===== src/usb_ep_defines.svh =====
// Register offsets, field positions and reset values of the endpoint DMA and stall block
`ifndef USB_EP_DEFINES_SVH
`define USB_EP_DEFINES_SVH
`define ADDR_DMA_ENABLE 4'h0
`define ADDR_STALL 4'h1
`define ADDR_IRQ_STATUS 4'h2
`define ADDR_IRQ_ENABLE 4'h3
`define ADDR_IRQ_CLEAR 4'h4
`define ADDR_SETUP_FLAG 4'h5
`define BIT_EP1_DMA_ENABLE 0
`define STALL_FIELD_MSB 3
`define STALL_RESERVED_ZERO 4'h0
`define RESET_BYTE 8'h00
`define RESET_STALL 4'h0
`define IRQ_BIT_DMA_DONE 0
`define IRQ_BIT_SETUP 1
`define IRQ_BIT_STALL_SENT 2
`define IRQ_WIDTH 3
`define SETUP_LEN 4'h8
`endif


===== src/usb_ep_pkg.sv =====
// Types shared by the endpoint DMA and stall block
package usb_ep_pkg;
	typedef struct packed {
		logic [3:0] addr;
		logic [7:0] wdata;
		logic wr;
		logic rd;
	} reg_req_type;
	typedef struct packed {
		logic [3:0] token_ep;
		logic token_valid;
	} token_type;
	typedef enum logic [1:0] {
		SETUP_IDLE = 2'b00,
		SETUP_COUNT = 2'b01,
		SETUP_DONE = 2'b10
	} setup_state_type;
endpackage


===== src/usb_ep_dma_stall_ctrl.sv =====
// Endpoint 1 receive DMA request and endpoint stall register block
// Functional notes
// - Bit 0 of the DMA enable register is read/write, resets to zero and enables endpoint 1 receive DMA.
// - The DMA start request is high while the enable is set and the receive FIFO holds a byte.
// - When DMA has drained all received data, endpoint 1 is treated as read and completion fires.
// - Enabling DMA never masks endpoint 1 interrupts; only the enable register gates them.
// - A set stall bit makes the endpoint answer host transactions with STALL.
// - Receiving an 8-byte setup command clears the endpoint 0 stall bit.
// - While the setup-received flag is 1, writes of 1 to the endpoint 0 stall bit are ignored.
// - Stall bits for endpoints 3 to 0 sit at bits 3 to 0, read/write, resetting to 0.
// - Stall register bits 7 to 4 read as 0 and writes to them have no effect.
`timescale 1ns/1ps
`default_nettype none
`include "usb_ep_defines.svh"
module usb_ep_dma_stall_ctrl (
	input wire logic mclk,
	input wire logic reset,
	input wire usb_ep_pkg::reg_req_type req,
	output logic [7:0] rdata,
	input wire logic ep1_fifo_nonempty,
	input wire logic ep1_dma_read,
	input wire logic ep1_cpu_read_done,
	input wire logic setup_start,
	input wire logic setup_byte,
	input wire usb_ep_pkg::token_type token,
	output logic endpoint1_dma_start_request,
	output logic ep1_read_complete,
	output logic stall_answer,
	output logic irq
);
	typedef struct packed {
		logic [7:0] rdata;
		logic dma_en;
		logic [`STALL_FIELD_MSB:0] stall;
		logic setup_flag;
		logic [`IRQ_WIDTH-1:0] irq_status;
		logic [`IRQ_WIDTH-1:0] irq_enable;
		logic dreq;
		logic rd_complete;
		logic irq;
		logic drained_pending;
	} ctrl_state_type;
	ctrl_state_type s_q, s_d;
	logic setup_complete;
	logic stall_ans_int;
	logic [`IRQ_WIDTH-1:0] ev;
	// ==========================================
	// Submodules
	usb_ep_setup_detect u_setup (
		.mclk(mclk),
		.reset(reset),
		.setup_start(setup_start),
		.setup_byte(setup_byte),
		.setup_complete(setup_complete)
	);
	usb_ep_stall_responder u_stall (
		.mclk(mclk),
		.reset(reset),
		.token(token),
		.stall_bits(s_q.stall),
		.stall_answer(stall_ans_int)
	);
	// ==========================================
	// Next state
	always_comb begin
		s_d = s_q;
		s_d.rdata = `RESET_BYTE;
		s_d.rd_complete = 1'b0;
		ev = '0;
		// Register writes
		if (req.wr) begin
			if (req.addr == `ADDR_DMA_ENABLE) begin
				s_d.dma_en = req.wdata[`BIT_EP1_DMA_ENABLE];
			end else if (req.addr == `ADDR_STALL) begin
				s_d.stall[`STALL_FIELD_MSB:1] = req.wdata[`STALL_FIELD_MSB:1];
				if (!(s_q.setup_flag && req.wdata[0])) begin
					s_d.stall[0] = req.wdata[0];
				end
			end else if (req.addr == `ADDR_IRQ_ENABLE) begin
				s_d.irq_enable = req.wdata[`IRQ_WIDTH-1:0];
			end else if (req.addr == `ADDR_IRQ_CLEAR) begin
				s_d.irq_status = s_q.irq_status & ~req.wdata[`IRQ_WIDTH-1:0];
			end else if (req.addr == `ADDR_SETUP_FLAG) begin
				if (req.wdata[0] == 1'b0) begin
					s_d.setup_flag = 1'b0;
				end
			end
		end
		// Setup reception clears endpoint 0 stall and raises the flag
		if (setup_complete) begin
			s_d.stall[0] = 1'b0;
			s_d.setup_flag = 1'b1;
			ev[`IRQ_BIT_SETUP] = 1'b1;
		end
		// DMA request
		s_d.dreq = s_d.dma_en && ep1_fifo_nonempty;
		// Drain completion
		if (s_q.dma_en && ep1_dma_read) begin
			s_d.drained_pending = 1'b1;
		end
		if (s_q.drained_pending && !ep1_fifo_nonempty) begin
			s_d.drained_pending = 1'b0;
			s_d.rd_complete = 1'b1;
			ev[`IRQ_BIT_DMA_DONE] = 1'b1;
		end
		if (ep1_cpu_read_done) begin
			s_d.rd_complete = 1'b1;
		end
		if (stall_ans_int) begin
			ev[`IRQ_BIT_STALL_SENT] = 1'b1;
		end
		// Sticky status, set wins over clear
		s_d.irq_status = s_d.irq_status | ev;
		s_d.irq = |(s_d.irq_status & s_d.irq_enable);
		// Register reads
		if (req.rd) begin
			if (req.addr == `ADDR_DMA_ENABLE) begin
				s_d.rdata = {7'h00, s_q.dma_en};
			end else if (req.addr == `ADDR_STALL) begin
				s_d.rdata = {`STALL_RESERVED_ZERO, s_q.stall};
			end else if (req.addr == `ADDR_IRQ_STATUS) begin
				s_d.rdata = {5'h00, s_q.irq_status};
			end else if (req.addr == `ADDR_IRQ_ENABLE) begin
				s_d.rdata = {5'h00, s_q.irq_enable};
			end else if (req.addr == `ADDR_SETUP_FLAG) begin
				s_d.rdata = {7'h00, s_q.setup_flag};
			end else begin
				s_d.rdata = `RESET_BYTE;
			end
		end
	end
	// ==========================================
	// State register
	always_ff @(posedge mclk or posedge reset) begin
		if (reset) begin
			s_q <= '0;
		end else begin
			s_q <= s_d;
		end
	end
	// ==========================================
	// Outputs
	logic stall_ans_q;
	always_ff @(posedge mclk or posedge reset) begin
		if (reset) begin
			stall_ans_q <= 1'b0;
		end else begin
			stall_ans_q <= stall_ans_int;
		end
	end
	assign rdata = s_q.rdata;
	assign endpoint1_dma_start_request = s_q.dreq;
	assign ep1_read_complete = s_q.rd_complete;
	assign stall_answer = stall_ans_q;
	assign irq = s_q.irq;
endmodule
`default_nettype wire


===== src/usb_ep_setup_detect.sv =====
// Counts the bytes of a setup command and flags a complete 8-byte command
`timescale 1ns/1ps
`default_nettype none
`include "usb_ep_defines.svh"
module usb_ep_setup_detect (
	input wire logic mclk,
	input wire logic reset,
	input wire logic setup_start,
	input wire logic setup_byte,
	output logic setup_complete
);
	typedef struct packed {
		usb_ep_pkg::setup_state_type st;
		logic [3:0] cnt;
		logic done;
	} sd_state_type;
	sd_state_type s_q, s_d;
	// ==========================================
	// Next state
	always_comb begin
		s_d = s_q;
		s_d.done = 1'b0;
		case (s_q.st)
			usb_ep_pkg::SETUP_IDLE: begin
				if (setup_start) begin
					s_d.st = usb_ep_pkg::SETUP_COUNT;
					s_d.cnt = 4'h0;
				end
			end
			usb_ep_pkg::SETUP_COUNT: begin
				if (setup_start) begin
					s_d.cnt = 4'h0;
				end else if (setup_byte) begin
					s_d.cnt = s_q.cnt + 4'h1;
					if (s_q.cnt + 4'h1 == `SETUP_LEN) begin
						s_d.st = usb_ep_pkg::SETUP_DONE;
					end
				end
			end
			usb_ep_pkg::SETUP_DONE: begin
				s_d.done = 1'b1;
				s_d.st = usb_ep_pkg::SETUP_IDLE;
			end
			default: begin
				s_d.st = usb_ep_pkg::SETUP_IDLE;
			end
		endcase
	end
	// ==========================================
	// State register
	always_ff @(posedge mclk or posedge reset) begin
		if (reset) begin
			s_q <= '0;
		end else begin
			s_q <= s_d;
		end
	end
	assign setup_complete = s_q.done;
endmodule
`default_nettype wire


===== src/usb_ep_stall_responder.sv =====
// Decides the stall handshake for a token addressed to endpoints 0 to 3
`timescale 1ns/1ps
`default_nettype none
`include "usb_ep_defines.svh"
module usb_ep_stall_responder (
	input wire logic mclk,
	input wire logic reset,
	input wire usb_ep_pkg::token_type token,
	input wire logic [`STALL_FIELD_MSB:0] stall_bits,
	output logic stall_answer
);
	typedef struct packed {
		logic ans;
	} sr_state_type;
	sr_state_type s_q, s_d;
	// ==========================================
	// Next state
	always_comb begin
		s_d = s_q;
		s_d.ans = 1'b0;
		if (token.token_valid && (token.token_ep <= 4'(`STALL_FIELD_MSB))) begin
			s_d.ans = stall_bits[token.token_ep[1:0]];
		end
	end
	// ==========================================
	// State register
	always_ff @(posedge mclk or posedge reset) begin
		if (reset) begin
			s_q <= '0;
		end else begin
			s_q <= s_d;
		end
	end
	assign stall_answer = s_q.ans;
endmodule
`default_nettype wire


===== config.mk =====
export PLATFORM = sky130hd
export DESIGN_NAME = usb_ep_dma_stall_ctrl
export DESIGN_NICKNAME = d
export VERILOG_FILES = /design/src/usb_ep_pkg.sv /design/src/usb_ep_dma_stall_ctrl.sv /design/src/usb_ep_setup_detect.sv /design/src/usb_ep_stall_responder.sv
export VERILOG_INCLUDE_DIRS = /design/src
export SDC_FILE = /design/constraint.sdc
export NUM_CORES = 1
export LEC_CHECK = 0
export BUFFER_PORTS_ARGS = -buffer_cell sky130_fd_sc_hd__buf_2
export CAP_MARGIN = 20
export CORE_AREA = 5 5 67 69
export DETAILED_ROUTE_END_ITERATION = 10
export DIE_AREA = 0 0 72 74
export HOLD_SLACK_MARGIN = 0.15
export PLACE_DENSITY_LB_ADDON = 0.15
export SLEW_MARGIN = 20
export SYNTH_ARGS = -nofsm -noshare
export SYNTH_HDL_FRONTEND = slang
export SYNTH_HIERARCHICAL = 1
export SYNTH_SLANG_ARGS = --single-unit

===== constraint.sdc =====
create_clock -name mclk -period 1.3 [get_ports mclk]
set_input_delay 0.195 -clock mclk [delete_from_list [all_inputs] [get_ports mclk]]
set_output_delay 0.195 -clock mclk [all_outputs]
set_load 0.1 [all_outputs]

==> impl_metrics.json, run 1 <==
{
  "synth_warnings": 6,
  "ys_seq_elements": 29,
  "wirelength_um": 3090,
  "ys_top_cells_by_area": "dfrtp_1 (50%), buf_4 (4.1%), nand2_1 (3.3%), o21ai_0 (3.1%), mux2_2 (3.1%)",
  "setup-tns-final_ps": 0,
  "max_stage_delay_ps": 420,
  "dpl_cell_area_um2": 1640,
  "rsz0062_at_grt": "no",
  "status": "finished, final reports clean",
  "p_comb_share_pct": 23.7,
  "synth-seq-area-share_pct": 49.6,
  "cts_sinks": 29,
  "grt_overflow": 0,
  "synth_edf_count": 0,
  "yosysMostFrequentCell": "dfrtp_1",
  "wl_per_cell_um": 13.4,
  "grt_pass1_vias": 1151,
  "cts_resized": 0,
  "drt_iter0_drc": 67,
  "fin_hold_ws_ps": 159,
  "regArea_um2": 726,
  "power_switching_mw": 0.785,
  "nNetsFinal": 206,
  "dieArea_um2": 5330,
  "synth_cell_types": 43,
  "clkPwrFrac_pct": 32.6,
  "avgSynthCellArea_um2": 10.5,
  "clkTransAtPathRegs_ps": 60,
  "end_kind": "output pin",
  "clk_path_buf_depth": 2,
  "antennaDiodeCount": 0,
  "post_cts_buffers": 0,
  "fp.dieH_um": 74,
  "vias_per_cell": 4.88,
  "core_area_um2": 3860,
  "synthCells": 139,
  "path_buf_inv": 1,
  "p_int_mw": 1.68,
  "clock.fmax_mhz": 828,
  "fin_crit_ps": 1210,
  "n_fill_cell": 385,
  "drc": 0,
  "ys.flop_type": "dfrtp_1",
  "clock_latency_ps": 280,
  "async_flop_share_pct": 100,
  "die_x_um": 72,
  "synth_area_um2": 1460,
  "setup_viol": 0,
  "ir_drop_uv": 551,
  "slowest_stage": "buf_2",
  "synth_commonest_cells": "dfrtp_1 (29), nand2_1 (13), inv_1 (10), o21ai_0 (9), buf_4 (8)",
  "drive_above_1_share_pct": 31.1,
  "grt_first_pass_wirelength_um": 5300,
  "hold_viol": 0,
  "pin_count": 38,
  "crit_family": "buffers and inverters",
  "crit_fanout": 1,
  "hpwl_um": 2430,
  "via_count": 1122,
  "netlist.area_leader.share_pct": 49.6,
  "htree_levels": 2,
  "worst_ep_arrival_time_ps": 1010,
  "maxCapViolCount": 0,
  "rows": 23,
  "cts_hold_buf": 5,
  "area_delta_synth_final_pct": 22.8,
  "start_util_pct": 37.9,
  "drv_slew": 0,
  "power_frac_seq_pct": 43.7,
  "setup.worst_path.class": "flip-flop to output pin",
  "multi_input_area_um2": 628,
  "antenna_left": 0,
  "root_buffer": "clkbuf_8",
  "p_per_area_nw_per_um2": 1370,
  "critPathRequiredTime_ps": 1110,
  "final.period_utilization_pct": 92.9,
  "cts-buffers-inserted": 5,
  "hold_class": "input pin to flip-flop",
  "synth_top_area_cell": "dfrtp_1",
  "track_usage_pct": 13.1,
  "startpoint_type": "flip-flop",
  "final_area_um2": 1800,
  "crit_chain": "buf_2",
  "io_buffers": 29,
  "antenna_found_initial": 0,
  "sw_frac_of_total_pct": 31.9,
  "grt_start_max_net_pins": 22,
  "clock_skew_ps": 5.79,
  "routabilityCongestion": 0.927,
  "cts_tree": "yes",
  "firstDrtPassIters": 6,
  "p_leak_nw": 0.886
}
-- sequential cells by signal (all words and copies together) (netlist names) --
name                         count
s_q                             13
u_setup/s_q                      6
rdata                            4
endpoint1_dma_start_request      1
ep1_read_complete                1
irq                              1
stall_answer                     1
u_setup/setup_complete           1
u_stall/stall_answer             1
-- stage by stage --
stage | power [mW] | setup WS [ps] | cells | utilization (%)
after global routing | 2.60 | 38.1 | 230 | 46.6
after global placement | 1.66 | 33.5 | 217 | 42.6
final | 2.46 | 92.0 | 230 | 46.6
after detailed placement | 1.67 | 9.50 | 217 | 42.6
after CTS | 2.51 | 76.8 | 230 | 46.6
after floorplan | 1.53 | 41.9 | 142 | -
-- cells in the final DEF (no fill, tap or decap), drive strengths merged, types with 2 or more instances in the layout --
master        n
nor2          8
mux2i         3
a31oi         2
buf          35
and3b         2
dfrtp        29
a22oi         3
a21oi         2
o21ai         9
inv          10
nor2b         4
nor3          3
dlygate4sd3   5
or3           2
nand3         8
nand2b        5
conb          4
clkbuf        7
mux2          5
nand2        13
-- power by group through the flow --
stage	Sequential [mW]	Combinational, mW	Clock (mW)
final	1.08	0.584	0.804
after floorplan	1.23	0.305	0
after CTS	1.08	0.591	0.841
after detailed placement	1.09	0.577	0
after global placement	1.09	0.567	0
after global routing	1.09	0.630	0.883
-- path summary, 6_finish.rpt --
| kind | startpoint | endpoint | slack, ps | cells past startpoint |
|---|---|---|---|---|
| hold reg to reg | u_stall/stall_answer | stall_answer | 420 | 0 |
| setup / recovery | rdata[3] | rdata[3] | 90 | 1 |
| setup reg to reg | s_q[7] | rdata[0] | 110 | 4 |
| hold / removal | ep1_fifo_nonempty | endpoint1_dma_start_request | 160 | 2 |
| max in group asynchronous | reset | s_q[11] | 580 | 4 |
| min in group asynchronous | reset | u_stall/stall_answer | 310 | 3 |
-- per-layer routing --
layer	part of all wire (%)	vias up	global-route usage, %	wire, um
met4	1.8	0	5.85	57
met5	0	-	0	0
met3	6.3	5	4.32	196
met1	39	543	14.3	1210
met2	53	25	23.4	1620
li1	-	549	-	-
-- layout make-up --
cell class	instances	area share, %
Timing Repair Buffer	40	13.4
Clock buffer	7	5.37
Inverter	10	2.09
Multi-Input combinational cell	93	35.0
Tap cell	50	3.48
Sequential cell	29	40.4
Clock inverter	1	0.279
-- kinds of logic (layout without fill, tap and decap cells) --
logic type,after synthesis,count (layout),share of synthesized area (%)
fa+ha+maj,1,1,0.855
mux,9,9,7.70
other cells,1,4,0.256
compound gates,25,25,11.3
simple gates,53,53,21.5
buf+inv,20,58,8.21
flops,29,29,49.6
xor+xnor,1,1,0.599
(Power assumes the default switching activity.)
==> inputs of run 2 (changes only) <==
--- a/config.mk
+++ b/config.mk
@@ -8,11 +8,13 @@
 export LEC_CHECK = 0
 export BUFFER_PORTS_ARGS = -buffer_cell sky130_fd_sc_hd__buf_2
 export CAP_MARGIN = 20
-export CORE_AREA = 5 5 67 69
+export CELL_PAD_IN_SITES_DETAIL_PLACEMENT = 0
+export CELL_PAD_IN_SITES_GLOBAL_PLACEMENT = 2
+export CORE_AREA = 5 5 78 80
 export DETAILED_ROUTE_END_ITERATION = 10
-export DIE_AREA = 0 0 72 74
+export DIE_AREA = 0 0 83 85
 export HOLD_SLACK_MARGIN = 0.15
-export PLACE_DENSITY_LB_ADDON = 0.15
+export PLACE_DENSITY_LB_ADDON = 0.3
 export SLEW_MARGIN = 20
 export SYNTH_ARGS = -nofsm -noshare
 export SYNTH_HDL_FRONTEND = slang
==> impl_metrics.json, run 2 (synthesis gave the netlist of run 1 again) <==
{
  "status": "finished, final reports clean",
  "clk_path_buf_depth": 2,
  "start_util_pct": 27.4,
  "clock_latency_ps": 280,
  "fin_crit_ps": 1210,
  "p_comb_share_pct": 25.8,
  "io_buffers": 29,
  "critical_path_cell_count": 1,
  "setup-tns-final_ps": 0,
  "r2r_end": "rdata[0]",
  "core_area_um2": 5340,
  "fp.dieH_um": 85,
  "dpl_cell_area_um2": 1680,
  "cts_tree": "yes",
  "cts_sinks": 29,
  "p_int_mw": 1.62,
  "finalPower_mw": 2.42,
  "r2r-start": "s_q[7]",
  "highest_layer": "met4",
  "power_switching_mw": 0.796,
  "hold-path-cell-count": 3,
  "grt_start_max_net_pins": 22,
  "max_stage_delay_ps": 420,
  "worst_ep_arrival_time_ps": 1020,
  "grt_overflow": 0,
  "cts-buffers-inserted": 5,
  "nNetsFinal": 206,
  "hold_class": "input pin to flip-flop",
  "area_delta_synth_final_pct": 24.6,
  "post-route-util_pct": 34.2,
  "path_buf_inv": 1,
  "drv_slew": 0,
  "drc": 0,
  "root_buffer": "clkbuf_8",
  "regMostFlops": "s_q",
  "post_cts_buffers": 0,
  "wl_met2_um": 1640,
  "crit_fanout": 1,
  "via_count": 1133,
  "largest_reg_flops": 13,
  "p_leak_nw": 0.875,
  "rsz0062_at_grt": "no",
  "finalWorstSetupSlack_ps": 87.6,
  "end_kind": "output pin",
  "htree_levels": 2,
  "antenna_left": 0,
  "hpwl_um": 2570,
  "p_per_area_nw_per_um2": 1330,
  "dpl_worst_slack_ps": 43.1,
  "wl_met3_um": 199,
  "startpoint_type": "flip-flop",
  "fin_cells": 252,
  "endpoint": "endpoint1_dma_start_request",
  "final.period_utilization_pct": 93.3,
  "hold_viol": 0,
  "cp-startpoint": "endpoint1_dma_start_request",
  "pin_count": 38,
  "sw_frac_of_total_pct": 33.0,
  "ir_drop_uv": 358,
  "maxCapViolCount": 0,
  "grt_pass1_vias": 1223,
  "track_usage_pct": 9.99,
  "grt_first_pass_wirelength_um": 5580,
  "final_area_um2": 1820,
  "drive_above_1_share_pct": 29.4,
  "antenna_found_initial": 0,
  "fin_hold_ws_ps": 166,
  "wirelength_um": 3290,
  "routabilityCongestion": 0.746,
  "clock_skew_ps": 6.59,
  "dieArea_um2": 7060,
  "crit_family": "buffers and inverters",
  "antennaDiodeCount": 0,
  "rrSetupSlack_ps": 90,
  "most-common-layout-cells": "dfrtp_1 (29), buf_2 (28), nand2_1 (13)",
  "clkPwrFrac_pct": 29.4,
  "clkTransAtPathRegs_ps": 60,
  "slowest_stage": "buf_2",
  "setup.worst_path.class": "flip-flop to output pin",
  "place_inst": 238,
  "firstDrtPassIters": 4,
  "vias_per_cell": 4.50,
  "critPathRequiredTime_ps": 1110,
  "wl_per_cell_um": 13.1,
  "layout_commonest_cell": "dfrtp_1",
  "clock.fmax_mhz": 825,
  "drt_iter0_drc": 63,
  "setup_viol": 0,
  "r2r_cells": 4,
  "crit_chain": "buf_2",
  "wl_met1_um": 1400,
  "die_x_um": 83,
  "power_frac_seq_pct": 44.8,
  "rows": 27
}
==> run 2: worst min-delay path by stage <==
| stage | startpoint | to | slack, ps |
|---|---|---|---|
| 6_report | ep1_dma_read | s_q[0] | 170 |
| 5_1_grt | token[0] | u_stall/stall_answer | 190 |
| 4_1_cts | ep1_dma_read | s_q[0] | 160 |
| 3_5_place_dp | reset | u_stall/stall_answer | 60 |
| 3_3_place_gp | reset | u_stall/stall_answer | 60 |
| 2_1_floorplan | reset | u_stall/stall_answer | -80 |
==> run 2: repair_timing <==
| action | CTS | global route |
|---|---|---|
| resized for setup | 0 | 1 |
| endpoints found under the setup margin | 0 | 1 |
| hold buffers | 6 | 0 |
| hold endpoints to repair | 34 | 0 |
==> run 2: power groups by stage <==
| stage | Combinational [mW] | Sequential (mW) | Clock, mW |
|---|---|---|---|
| 2_1_floorplan | 0.305 | 1.23 | 0 |
| 3_3_place_gp | 0.604 | 1.10 | 0 |
| 3_5_place_dp | 0.614 | 1.10 | 0 |
| 4_1_cts | 0.628 | 1.08 | 0.737 |
| 5_1_grt | 0.669 | 1.10 | 0.772 |
| 6_report | 0.623 | 1.08 | 0.711 |
==> run 2: area by class of cell <==
cell class | instances | area (um2)
clock buffer | 8 | 80.1
fill | 606 | 3510
inverter | 10 | 37.5
multi-input combinational | 93 | 632
sequential | 29 | 726
tap | 72 | 90.1
timing repair buffer | 40 | 258
==> run 2: layer usage <==
layer  global-route usage (%)  up-vias
met5                        0        -
met4                     4.31        0
met3                     3.69        5
met2                     17.5       29
met1                     10.9      551
li1                         -      548
